$ cat src/shared/pmg_pkg.sv
package pmg_pkg;
  // register indices; offsets are all multiples of four, byte address = 4 * index
  localparam logic [7:0] IDX_PAIR_ONE_CTRL = 8'hF0;
  localparam logic [7:0] IDX_PAIR_TWO_CTRL = 8'hF1;
  localparam logic [7:0] IDX_IN_A_LEFT = 8'hF4;
  localparam logic [7:0] IDX_IN_A_RIGHT = 8'hF5;
  localparam logic [7:0] IDX_IN_B_LEFT = 8'hF6;
  localparam logic [7:0] IDX_IN_B_RIGHT = 8'hF7;
  localparam logic [7:0] IDX_OUT_A_LEFT = 8'hF8;
  localparam logic [7:0] IDX_OUT_A_RIGHT = 8'hF9;
  localparam int ADDR_LSB = 2;
  // control field positions
  localparam int BIT_RIGHT_EN = 7;
  localparam int BIT_LEFT_EN = 6;
  localparam int BIT_CLK_RATE = 2;
  localparam int BIT_SAMPLE_PHASE = 1;
  localparam int BIT_DATA_SEL = 0;
  localparam logic [7:0] CTRL_WMASK = 8'hC7;
  localparam logic [7:0] IN_GAIN_WMASK = 8'h7F;
  // reset values
  localparam logic [7:0] CTRL_RESET = 8'h00;
  localparam logic [6:0] IN_GAIN_RESET = 7'h6F;
  localparam logic [7:0] OUT_GAIN_RESET = 8'h6F;
  // microphone clock dividers: last count of a half period, one less than its length in system clocks
  localparam logic [1:0] HALF_DIV4 = 2'h1;
  localparam logic [1:0] HALF_DIV8 = 2'h3;
  // decoded control of one microphone interface
  typedef struct packed {
    logic right_en;
    logic left_en;
    logic clk_rate;
    logic sample_phase;
    logic data_sel;
  } pmg_ctrl_s;
  // one captured sample from a microphone interface
  typedef struct packed {
    logic left_valid;
    logic right_valid;
    logic data;
  } pmg_sample_s;
  // gain settings handed to the signal path
  typedef struct packed {
    logic [6:0] in_a_left;
    logic [6:0] in_a_right;
    logic [6:0] in_b_left;
    logic [6:0] in_b_right;
    logic [7:0] out_a_left;
    logic [7:0] out_a_right;
  } pmg_gain_s;
endpackage : pmg_pkg

$ cat src/design/pmg_pair_capture.sv
`timescale 1ns/1ns
`default_nettype none
// one microphone interface: clock generator and left/right capture
module pmg_pair_capture (
  input wire logic ref_clk_i,
  input wire logic rst_n_i,
  input wire pmg_pkg::pmg_ctrl_s ctrl_i,
  input wire logic mic_data_i,
  output logic mic_clk_o,
  output pmg_pkg::pmg_sample_s sample_o
);
  import pmg_pkg::*;

  typedef enum logic [1:0] {
    ST_IDLE = 2'b00,
    ST_HIGH = 2'b01,
    ST_LOW = 2'b10
  } pmg_clk_state_e;

  pmg_clk_state_e state_ff;
  pmg_clk_state_e nxt_state;
  logic [1:0] cnt_ff;
  logic [1:0] nxt_cnt;
  logic clk_ff;
  pmg_sample_s sample_ff;
  logic [1:0] half_len;
  wire any_en;
  wire half_done;
  wire rise_evt;
  wire fall_evt;
  wire mid_evt;
  wire take_rise;
  wire take_fall;
  wire rise_is_left;

  // clock starts only when a channel is enabled and stops at the end of a low half once neither is
  assign any_en = ctrl_i.right_en | ctrl_i.left_en;
  assign half_len = ctrl_i.clk_rate ? HALF_DIV8 : HALF_DIV4;
  // at or past the end, so a rate drop mid-half cannot overrun the counter
  assign half_done = (cnt_ff >= half_len);
  // no capture on the rise out of idle: the microphones have not been clocked yet
  assign rise_evt = (state_ff == ST_LOW) && (nxt_state == ST_HIGH);
  assign fall_evt = (state_ff == ST_HIGH) && (nxt_state == ST_LOW);
  // midway point of the current half period
  assign mid_evt = (state_ff != ST_IDLE) && (cnt_ff == (half_len >> 1)) && !half_done;
  // sample at the edge itself or in the middle of the half that follows
  assign take_rise = ctrl_i.sample_phase ? (mid_evt && state_ff == ST_HIGH) : rise_evt;
  assign take_fall = ctrl_i.sample_phase ? (mid_evt && state_ff == ST_LOW) : fall_evt;
  assign rise_is_left = !ctrl_i.data_sel;

  // clock generator state machine
  always_comb begin
    nxt_state = state_ff;
    nxt_cnt = cnt_ff + 2'h1;
    unique case (state_ff)
      ST_IDLE: begin
        nxt_cnt = 2'h0;
        if (any_en) begin
          nxt_state = ST_HIGH;
        end
      end
      ST_HIGH: begin
        if (half_done) begin
          nxt_state = ST_LOW;
          nxt_cnt = 2'h0;
        end
      end
      ST_LOW: begin
        if (half_done) begin
          nxt_cnt = 2'h0;
          nxt_state = any_en ? ST_HIGH : ST_IDLE;
        end
      end
      default: begin
        nxt_state = ST_IDLE;
        nxt_cnt = 2'h0;
      end
    endcase
  end

  always_ff @(posedge ref_clk_i or negedge rst_n_i) begin
    if (!rst_n_i) begin
      state_ff <= ST_IDLE;
      cnt_ff <= 2'h0;
      clk_ff <= 1'b0;
    end else begin
      state_ff <= nxt_state;
      cnt_ff <= nxt_cnt;
      clk_ff <= (nxt_state == ST_HIGH);
    end
  end

  // capture into the channel selected by edge polarity
  always_ff @(posedge ref_clk_i or negedge rst_n_i) begin
    if (!rst_n_i) begin
      sample_ff <= '0;
    end else begin
      sample_ff.left_valid <= ctrl_i.left_en &&
        ((take_rise && rise_is_left) || (take_fall && !rise_is_left));
      sample_ff.right_valid <= ctrl_i.right_en &&
        ((take_rise && !rise_is_left) || (take_fall && rise_is_left));
      if (take_rise || take_fall) begin
        sample_ff.data <= mic_data_i;
      end
    end
  end

  assign mic_clk_o = clk_ff;
  assign sample_o = sample_ff;
endmodule : pmg_pair_capture
`default_nettype wire

$ cat src/design/pmg_top.sv
// Behaviour
// - input gain 7 bits, -83.25 dB, 0.75 dB steps
// - input gain resets 0x6F unity, top +12 dB
// - output gain 8 bits, resets 0x6F unity
// - four input gains at consecutive addresses
// - bit 7 enables right channel capture
// - bit 6 enables left channel capture
// - mic clock divide 4 or 8 by rate
// - phase bit samples on or between edges
// - select bit swaps left and right edges
// - second interface has identical independent controls
`timescale 1ns/1ns
`default_nettype none
module pmg_top (
  input wire logic ref_clk_i,
  input wire logic resetn_i,
  // apb slave
  input wire logic psel_i,
  input wire logic penable_i,
  input wire logic pwrite_i,
  input wire logic [11:0] paddr_i,
  input wire logic [31:0] pwdata_i,
  input wire logic [3:0] pstrb_i,
  output logic [31:0] prdata_o,
  output logic pready_o,
  output logic pslverr_o,
  // microphone interfaces
  input wire logic [1:0] pdm_mic_data_i,
  output logic [1:0] pdm_mic_clock_pin_o,
  output pmg_pkg::pmg_sample_s [1:0] mic_sample_o,
  // gain settings for the signal path
  output pmg_pkg::pmg_gain_s gain_o
);
  import pmg_pkg::*;

  logic rst_meta_ff;
  logic rst_sync_ff;
  logic [7:0] pair_ctrl_ff [2];
  logic [6:0] in_gain_ff [4];
  logic [7:0] out_gain_ff [2];
  logic [31:0] rdata_ff;
  logic err_ff;
  logic [7:0] rd_byte;
  pmg_ctrl_s ctrl [2];
  wire [9:0] idx;
  wire wr_en;
  wire rd_en;
  wire hit_ctrl;
  wire hit_in;
  wire hit_out;
  wire hit_any;
  wire [7:0] wbyte;

  // reset release through two flip-flops
  always_ff @(posedge ref_clk_i or negedge resetn_i) begin
    if (!resetn_i) begin
      rst_meta_ff <= 1'b0;
      rst_sync_ff <= 1'b0;
    end else begin
      rst_meta_ff <= 1'b1;
      rst_sync_ff <= rst_meta_ff;
    end
  end

  // apb decode; always ready, access taken in the access phase
  assign idx = paddr_i[11:ADDR_LSB];
  assign wr_en = psel_i && penable_i && pwrite_i;
  assign rd_en = psel_i && penable_i && !pwrite_i;
  assign hit_ctrl = (idx == {2'b00, IDX_PAIR_ONE_CTRL}) || (idx == {2'b00, IDX_PAIR_TWO_CTRL});
  assign hit_in = (idx >= {2'b00, IDX_IN_A_LEFT}) && (idx <= {2'b00, IDX_IN_B_RIGHT});
  assign hit_out = (idx == {2'b00, IDX_OUT_A_LEFT}) || (idx == {2'b00, IDX_OUT_A_RIGHT});
  assign hit_any = hit_ctrl || hit_in || hit_out;
  assign wbyte = pwdata_i[7:0];

  // register file: one storage loop per register group
  genvar gi;
  generate
    for (gi = 0; gi < 2; gi++) begin : g_ctrl
      always_ff @(posedge ref_clk_i or negedge rst_sync_ff) begin
        if (!rst_sync_ff) begin
          pair_ctrl_ff[gi] <= CTRL_RESET;
        end else if (wr_en && pstrb_i[0] && idx == {2'b00, IDX_PAIR_ONE_CTRL} + 10'(gi)) begin
          pair_ctrl_ff[gi] <= wbyte & CTRL_WMASK;
        end
      end
      assign ctrl[gi].right_en = pair_ctrl_ff[gi][BIT_RIGHT_EN];
      assign ctrl[gi].left_en = pair_ctrl_ff[gi][BIT_LEFT_EN];
      assign ctrl[gi].clk_rate = pair_ctrl_ff[gi][BIT_CLK_RATE];
      assign ctrl[gi].sample_phase = pair_ctrl_ff[gi][BIT_SAMPLE_PHASE];
      assign ctrl[gi].data_sel = pair_ctrl_ff[gi][BIT_DATA_SEL];
      // each interface is an independent instance
      pmg_pair_capture u_pair (
        .ref_clk_i(ref_clk_i),
        .rst_n_i(rst_sync_ff),
        .ctrl_i(ctrl[gi]),
        .mic_data_i(pdm_mic_data_i[gi]),
        .mic_clk_o(pdm_mic_clock_pin_o[gi]),
        .sample_o(mic_sample_o[gi])
      );
    end
    for (gi = 0; gi < 4; gi++) begin : g_in_gain
      always_ff @(posedge ref_clk_i or negedge rst_sync_ff) begin
        if (!rst_sync_ff) begin
          in_gain_ff[gi] <= IN_GAIN_RESET;
        end else if (wr_en && pstrb_i[0] && idx == {2'b00, IDX_IN_A_LEFT} + 10'(gi)) begin
          in_gain_ff[gi] <= wbyte[6:0];
        end
      end
    end
    for (gi = 0; gi < 2; gi++) begin : g_out_gain
      always_ff @(posedge ref_clk_i or negedge rst_sync_ff) begin
        if (!rst_sync_ff) begin
          out_gain_ff[gi] <= OUT_GAIN_RESET;
        end else if (wr_en && pstrb_i[0] && idx == {2'b00, IDX_OUT_A_LEFT} + 10'(gi)) begin
          out_gain_ff[gi] <= wbyte;
        end
      end
    end
  endgenerate

  // read multiplexer; reserved bits read zero
  always_comb begin
    rd_byte = 8'h00;
    unique case (idx)
      {2'b00, IDX_PAIR_ONE_CTRL}: rd_byte = pair_ctrl_ff[0];
      {2'b00, IDX_PAIR_TWO_CTRL}: rd_byte = pair_ctrl_ff[1];
      {2'b00, IDX_IN_A_LEFT}: rd_byte = {1'b0, in_gain_ff[0]};
      {2'b00, IDX_IN_A_RIGHT}: rd_byte = {1'b0, in_gain_ff[1]};
      {2'b00, IDX_IN_B_LEFT}: rd_byte = {1'b0, in_gain_ff[2]};
      {2'b00, IDX_IN_B_RIGHT}: rd_byte = {1'b0, in_gain_ff[3]};
      {2'b00, IDX_OUT_A_LEFT}: rd_byte = out_gain_ff[0];
      {2'b00, IDX_OUT_A_RIGHT}: rd_byte = out_gain_ff[1];
      default: rd_byte = 8'h00;
    endcase
  end

  // read data and error captured in the setup phase, shown in access phase
  always_ff @(posedge ref_clk_i or negedge rst_sync_ff) begin
    if (!rst_sync_ff) begin
      rdata_ff <= 32'h0000_0000;
      err_ff <= 1'b0;
    end else if (psel_i && !penable_i) begin
      rdata_ff <= pwrite_i ? 32'h0000_0000 : {24'h00_0000, rd_byte};
      err_ff <= !hit_any;
    end
  end

  assign pready_o = 1'b1;
  assign prdata_o = rd_en ? rdata_ff : 32'h0000_0000;
  assign pslverr_o = psel_i && penable_i && err_ff;

  // gains to the signal path
  assign gain_o.in_a_left = in_gain_ff[0];
  assign gain_o.in_a_right = in_gain_ff[1];
  assign gain_o.in_b_left = in_gain_ff[2];
  assign gain_o.in_b_right = in_gain_ff[3];
  assign gain_o.out_a_left = out_gain_ff[0];
  assign gain_o.out_a_right = out_gain_ff[1];
endmodule : pmg_top
`default_nettype wire

$ cat config.mk
export PLATFORM = sky130hd
export DESIGN_NAME = pmg_top
export DESIGN_NICKNAME = d
export VERILOG_FILES = /design/src/shared/pmg_pkg.sv /design/src/design/pmg_pair_capture.sv /design/src/design/pmg_top.sv
export SDC_FILE = /design/constraint.sdc
export NUM_CORES = 1
export LEC_CHECK = 0
export ABC_CLOCK_PERIOD_IN_PS = 2400
export BUFFER_PORTS_ARGS = -buffer_cell sky130_fd_sc_hd__buf_2
export CAP_MARGIN = 5
export CORE_AREA = 2 2 100 102
export CTS_CLUSTER_DIAMETER = 40
export DETAILED_ROUTE_END_ITERATION = 8
export DIE_AREA = 0 0 102 104
export GPL_TIMING_DRIVEN = 0
export PLACE_DENSITY_LB_ADDON = 0.25
export RECOVER_POWER = 50
export SYNTH_ARGS = -nofsm -noshare
export SYNTH_HDL_FRONTEND = slang
export SYNTH_HIERARCHICAL = 1
export SYNTH_SLANG_ARGS = --single-unit
$ cat constraint.sdc
create_clock -name ref_clk_i -period 2.4 [get_ports ref_clk_i]
set_input_delay 0 -clock ref_clk_i [delete_from_list [all_inputs] [get_ports ref_clk_i]]
set_output_delay 0 -clock ref_clk_i [all_outputs]
set_load 0.01 [all_outputs]
==> results of run 1 <==
cells by family (layout without fill, tap and decap cells):
| group | Yosys count | count (layout) | share of synthesized area |
|---|---|---|---|
| compound gates | 40 | 40 | 0.07145 |
| xor+xnor | 2 | 2 | 0.004050 |
| fa+ha+maj | 10 | 10 | 0.02893 |
| buf+inv | 48 | 162 | 0.06653 |
| flops | 81 | 81 | 0.4790 |
| mux | 88 | 88 | 0.2305 |
| other cells | 2 | 26 | 0.001736 |
| simple gates | 94 | 94 | 0.1177 |
cells in the final DEF (no fill, tap or decap), types with 8 or more instances in the layout:
cell           synthesis  final
ha_1                  10     10
mux2_4                 9      9
mux2_2                47     47
conb_1                 2     26
o22ai_1               11     11
clkbuf_1               4     27
dfstp_2               36     31
buf_2                  5     69
nand2_1               20     20
clkbuf_8               0     11
buf_4                 25     26
mux2i_1               31     31
and2_1                10      9
nor2b_1                8      8
nor2_1                28     28
dlygate4sd3_1          0     10
inv_1                 13     13
o21ai_0               13     13
dfrtp_1               45     44
area by class of cell:
| class | instances | share of cell area |
|---|---|---|
| timing repair buffer | 98 | 0.09787 |
| clock inverter | 4 | 0.004728 |
| multi-input combinational | 260 | 0.3905 |
| buffer | 35 | 0.04515 |
| clock buffer | 12 | 0.02931 |
| tap | 133 | 0.03144 |
| inverter | 13 | 0.009220 |
| sequential | 81 | 0.3917 |
per-layer routing:
| metal | wire length, µm | vias to the layer above |
|---|---|---|
| met4 | 144 | 0 |
| met1 | 4551 | 1534 |
| met2 | 4687 | 111 |
| met5 | 0 | - |
| met3 | 600 | 12 |
| li1 | - | 1506 |
metrics by stage:
stage          cell area, µm²  instances  setup slack (ns)  power, mW  utilization
3_3_place_gp             5012        608           -0.8511      1.899       0.5249
4_1_cts                  5324        635            0.1041      2.856       0.5575
2_1_floorplan            4415        389           0.03994      1.792            -
3_5_place_dp             5044        609            0.1065      1.920       0.5282
6_report                 5293        636            0.1082      2.833       0.5542
5_1_grt                  5293        636           0.01542      2.982       0.5542
sequential cells by signal (all words and copies together) (netlist names):
name                     count
gain_o                      44
rdata_ff                     8
rst_sync_ff                  1
err_ff                       1
g_ctrl.u_pair/sample_o       6
g_ctrl.u_pair/state_ff       4
g_ctrl.u_pair/cnt_ff         4
g_ctrl.u_pair/mic_clk_o      2
ctrl                        10
rst_meta_ff                  1
worst min-delay path by stage:
stage	end	cells past startpoint	start	slack, ns
4_1_cts	rdata_ff[7]$_DFFE_PN0P_	4	paddr_i[3]	0.01
3_5_place_dp	rst_meta_ff$_DFF_PN0_	1	resetn_i	-0.21
6_report	gain_o[22]$_DFFE_PN1P_	2	pwdata_i[6]	0.02
2_1_floorplan	rst_meta_ff$_DFF_PN0_	0	resetn_i	-0.30
5_1_grt	gain_o[16]$_DFFE_PN1P_	2	pwdata_i[0]	0.02
3_3_place_gp	rst_meta_ff$_DFF_PN0_	1	resetn_i	-0.21
worst max-delay path, stage by stage, from the launching register on:
cell and delay, ns:
dfrtp_2 0.41, inv_1 0.05, ha_1 0.34, a21oi_4 0.19, mux2i_1 0.28, o21bai_2 0.14
o41ai_4 0.41, nor2_2 0.07, mux2_4 0.30
cells in the mapped netlist (all sizes together):
master / count
mux2: 56
dfrtp: 45
dfstp: 36
buf: 31
mux2i: 31
nor2: 30
nand2: 20
inv: 13
o21ai: 13
o22ai: 11
and2: 10
ha: 10
nor2b: 8
a21oi: 6
nand4: 5
and4: 4
clkbuf: 4
nor3: 4
nand2b: 3
or4: 3
a22o: 2
conb: 2
nor4: 2
o21bai: 2
o31a: 2
o32ai: 2
o41ai: 2
or3b: 2
xnor2: 2
and3: 1
mux4: 1
nand3b: 1
or3: 1
power by group through the flow:
stage                     clock network [mW]  logic (mW)  registers (mW)
after floorplan                            0       0.291            1.50
after global placement                     0       0.398            1.50
after detailed placement                   0       0.438            1.48
after CTS                              0.946       0.452            1.46
after global routing                    1.02       0.497            1.47
final                                  0.926       0.450            1.46
repair_timing:
action,4_1_cts,5_1_grt
gates resized for setup,0,3
endpoints found under the setup margin,0,1
hold buffers,10,0
setup buffers,0,1
hold endpoints to repair,37,0
==> results.toml, run 1 <==
[finish]
multi_input_area_um2 = 2067
layout.nets = 563
fillers = 899
syn2layout_area_growth_pct = 22.36
drive_gt1_frac = 0.4294
seqCellArea_um2 = 2073
antenna_cells = 0

[global_routing]
grt_pass1_wl_mm = 15.95
globalRouteTotalUtil = 0.1942
overflow = 0
grtUsageMet1 = 0.2727
antenna_found_initial = 0
grt_pass1_vias = 3098
grt_max_degree = 70
use_met3 = 0.03226
grt-busiest-layer = "met2"
grt_use_met2 = 0.3069

[floorplanning]
fp.dieH_um = 104
start_util = 0.4530
rows = 36
dieArea_um2 = 10610
coreArea_um2 = 9549
pin_count = 141
die_x_um = 102

[critical_path]
critPathCapture = "g_ctrl[1].u_pair/sample_o[0]$_DFFE_PN0P_"
startpoint = "ctrl[2]$_DFFE_PN0P_"
r2r_setup_slack_ns = 0.11
required_ns = 2.64
end_kind = "flop"
r2r_cells = 8
critPathLaunchType = "flop"
worst-path-max-fanout = 4
arrival_ns = 2.54
rr_startpoint = "ctrl[2]$_DFFE_PN0P_"
reg2reg_to = "g_ctrl[1].u_pair/sample_o[0]$_DFFE_PN0P_"
critPathKind = "reg -> reg"

[sta]
max_slew_margin = 0.3777
skew_ns = 0.009708
fmax_mhz = 436.3
hold_viol_final = 0
period_needed_ns = 2.292
slew_violations = 0
worstMarginPinSlew_ns = 0.9334
rsz0062_at_grt = "no"
whs_ns = 0.01571
finalSetupViolCount = 0
period_share = 0.9549
fin_tns_setup_ns = 0

[clock_tree]
clock_sinks = 81
cts_tree = "built"
htreeDepth = 3
clk_latency_ns = 0.35
clock_path_buffers = 2
path_clk_slew_ns = 0.08
cts_inserted_buffers = 9
cts-root-buf = "clkbuf_8"

[power_and_ir_drop]
p_seq_frac = 0.514
comb_power_share = 0.159
p_per_area_nw_per_um2 = 535.2
power.net_switching_mw = 0.7915
p_sw_frac = 0.2794
max-vdd-ir-drop_v = 0.0002848
intPower_mw = 2.041
p_leak_nw = 2.571
p_clk_frac = 0.327

[yosys]
synth-seq-cells = 81
ys_warn_count = 6
ys_types = 40
synth_area_um2 = 4325
synth_top_area_frac = 0.2603
synth-seq-area-share = 0.4790
synthTopCellsByArea = "dfrtp_1 (26%), dfstp_2 (22%), mux2_2 (12%)"
yosysTopAreaCell = "dfrtp_1"
syn_area_per_cell_um2 = 11.85
synthCells = 365

[route]
wl_per_cell_um = 15.70
via_per_inst = 4.973
drt_pass1_iterations = 4
drc = 0
dr_total_vias = 3163
wl_mm = 9.983
ant_nets = 0
drt_iter0_drc = 153

[placement]
routabilityCongestion = 0.8190
hpwl_mm = 7.327
portBuffers = 86

[run]
maxCapViolCount = 0

[run_status]
status = "completed"

[hold_path]
hp-class = "in -> reg"
Power figures use the tool's default switching activity.
==> run 2: changes to the inputs <==
CORE_AREA = 2 2 102 104   (was 2 2 100 102)
DIE_AREA = 0 0 104 106   (was 0 0 102 104)
GPL_TIMING_DRIVEN = unset   (was 0)
SYNTH_HIERARCHICAL = unset   (was 1)
==> results.toml, run 2 <==
[sta]
skew_ns = 0.007501
finalSetupViolCount = 0
fmax_mhz = 441.8
fin_tns_setup_ns = 0
period_share = 0.9432
slew_violations = 71
rsz0062_at_grt = "no"
max_slew_margin = -0.01875
worstMarginPinSlew_ns = 1.528
period_needed_ns = 2.264
hold_viol_final = 0
whs_ns = 0.02815
fin_ws_ns = 0.1363

[global_routing]
overflow = 0
antenna_found_initial = 0
grt_pass1_wl_mm = 17.10
globalRouteTotalUtil = 0.1969
grt_max_degree = 71
grt_pass1_vias = 3251

[critical_path]
critPathKind = "reg -> reg"
critPathTopFamily = "compound AO/OA/AOI/OAI gates"
rr_startpoint = "ctrl[2]$_DFFE_PN0P_"
cp_slowest_cell = "a2111oi_4"
worst-path-max-fanout = 5
end_kind = "flop"
arrival_ns = 2.51
crit_buf_inv = 1
reg2reg_to = "g_ctrl[1].u_pair.sample_o[0]$_DFFE_PN0P_"
max_stage_delay_ns = 0.41
critPathCapture = "g_ctrl[1].u_pair.sample_o[0]$_DFFE_PN0P_"
startpoint = "ctrl[2]$_DFFE_PN0P_"
r2r_setup_slack_ns = 0.14
path_cells = "inv_1 -> ha_1 -> a21oi_4 -> nand3_1 -> a2111oi_4 -> nor2_1 -> o21bai_1 -> mux2_4"
required_ns = 2.64
path_depth = 8
critPathLaunchType = "flop"
r2r_cells = 8

[yosys]
async_flop_share = 1.000
yosysTopAreaCell = "dfrtp_1"
synth-seq-cells = 81
ys_types = 64
yosysMostFrequentCell = "mux2_2"
synthCells = 378
synth_top_area_frac = 0.2541
synth_area_um2 = 4432
synth-seq-area-share = 0.4675
synth-edff-count = 0
syn_area_per_cell_um2 = 11.72
synthTopCellsByArea = "dfrtp_1 (25%), dfstp_2 (21%), mux2_2 (14%)"
ys_warn_count = 0
ys_dominant_reg_cell = "dfrtp_1"
ys_top_cells_by_count = "mux2_2 (55), dfrtp_1 (45), dfstp_2 (36), buf_4 (31), nand2_1 (22)"

[power_and_ir_drop]
comb_power_share = 0.094
power.net_switching_mw = 0.6890
p_per_area_nw_per_um2 = 513.0
p_sw_frac = 0.2618
p_seq_frac = 0.544
max-vdd-ir-drop_v = 0.0002823
intPower_mw = 1.943
p_clk_frac = 0.362
p_leak_nw = 2.376

[clock_tree]
htreeDepth = 3
path_clk_slew_ns = 0.08
clk_latency_ns = 0.36
clock_sinks = 81
cts-root-buf = "clkbuf_8"
cts_tree = "built"
clock_path_buffers = 2
cts_inserted_buffers = 9

[route]
dr_total_vias = 3257
ant_nets = 0
drt_pass1_iterations = 4
drc = 0
via_per_inst = 5.296
wl_per_cell_um = 17.12
drt_iter0_drc = 180
wl_mm = 10.53

[placement]
portBuffers = 86
routabilityCongestion = 0.7870
hpwl_mm = 7.697
pre_cts_ws_ns = 0.05284

[finish]
finish.utilization = 0.5130
final_common_cell = "mux2_2"
syn2layout_area_growth_pct = 15.75
final_cell_mix = "mux2_2 (55), buf_2 (54), dfrtp_1 (44)"
largest_reg_flops = 44
drive_gt1_frac = 0.3382
antenna_cells = 0
fillers = 961
layout.nets = 539

[floorplanning]
rows = 37
coreArea_um2 = 10000
start_util = 0.4432
pin_count = 141
fp.dieH_um = 106
dieArea_um2 = 11020
die_x_um = 104

[run_status]
status = "complete, but fails checks"
violations = "max-capacitance violations, max-slew violations"

[hold_path]
hp-class = "in -> reg"

[run]
maxCapViolCount = 1
[run 2: cell count changes after synthesis, moves of 8 or more]
cell     delta
nor2_1      -9
o22ai_1     -9
mux2i_1    -22
mux2_2      +8
mux2_4      -8
[run 2: worst min-delay path by stage]
stage / cells past startpoint / end / start / slack, ns
3_3_place_gp: 1 / rst_meta_ff$_DFF_PN0_ / resetn_i / -0.22
4_1_cts: 2 / gain_o[31]$_DFFE_PN1P_ / pwdata_i[1] / 0.02
2_1_floorplan: 0 / rst_meta_ff$_DFF_PN0_ / resetn_i / -0.30
5_1_grt: 2 / ctrl[3]$_DFFE_PN0P_ / pwdata_i[6] / 0.04
3_5_place_dp: 1 / rst_meta_ff$_DFF_PN0_ / resetn_i / -0.21
6_report: 2 / gain_o[43]$_DFFE_PN1P_ / pwdata_i[6] / 0.03
[run 2: worst reg2reg max path: stages (launching register included)]
cell	delay [ns]
dfrtp_1	0.40
inv_1	0.07
ha_1	0.34
a21oi_4	0.22
nand3_1	0.16
a2111oi_4	0.41
nor2_1	0.08
o21bai_1	0.17
mux2_4	0.31
[run 2: per-stage QoR]
step / instances / area [µm²] / power [mW]
after floorplan: 402 / 4522 / 1.642
after global placement: 589 / 4882 / 1.684
after detailed placement: 589 / 4882 / 1.695
after CTS: 615 / 5166 / 2.660
after global routing: 615 / 5130 / 2.753
final: 615 / 5130 / 2.632
[run 2: final cells by class]
| type | instances | area, µm² | area share |
|---|---|---|---|
| sequential | 81 | 2073 | 0.4041 |
| tap | 136 | 170.2 | 0.03317 |
| timing repair buffer | 98 | 505.5 | 0.09854 |
| inverter | 16 | 60.06 | 0.01171 |
| clock inverter | 2 | 10.01 | 0.001951 |
| multi-input combinational | 268 | 2137 | 0.4166 |
| clock buffer | 14 | 173.9 | 0.03390 |
[run 2: cell families (layout without fill, tap and decap cells)]
kind of cell             after synthesis  after routing  share of synthesized area
AND/OR/NAND/NOR                       91             91                     0.1304
multiplexers                          68             68                     0.1787
flip-flops                            81             81                     0.4675
buffers and inverters                 53            130                    0.07199
AO/OA/AOI/OAI                         72             72                     0.1194
adder cells (fa/ha/maj)               10             10                    0.02823
other                                  2             26                   0.001695
XOR/XNOR                               1              1                   0.001977
[run 2: timing repair]
action,4_1_cts,5_1_grt
buffers inserted,0,0
endpoints found under the hold margin,28,0
gates resized for setup,0,3
hold buffers,10,0
setup endpoints to repair,0,1
[run 2: power by group through the flow]
stage / clock [mW] / sequential, mW / combinational, mW
finish: 0.953 / 1.43 / 0.246
global route: 1.04 / 1.44 / 0.273
CTS: 0.975 / 1.44 / 0.246
detailed placement: 0 / 1.46 / 0.233
global placement: 0 / 1.46 / 0.224
floorplan: 0 / 1.45 / 0.189
[run 2: layer usage]
layer / up-vias / part of all wire / track usage
met4: 0 / 0.014 / 0.05598
li1: 1502 / - / -
met1: 1609 / 0.46 / 0.2720
met5: - / 0 / 0
met2: 133 / 0.47 / 0.3111
met3: 13 / 0.062 / 0.04660
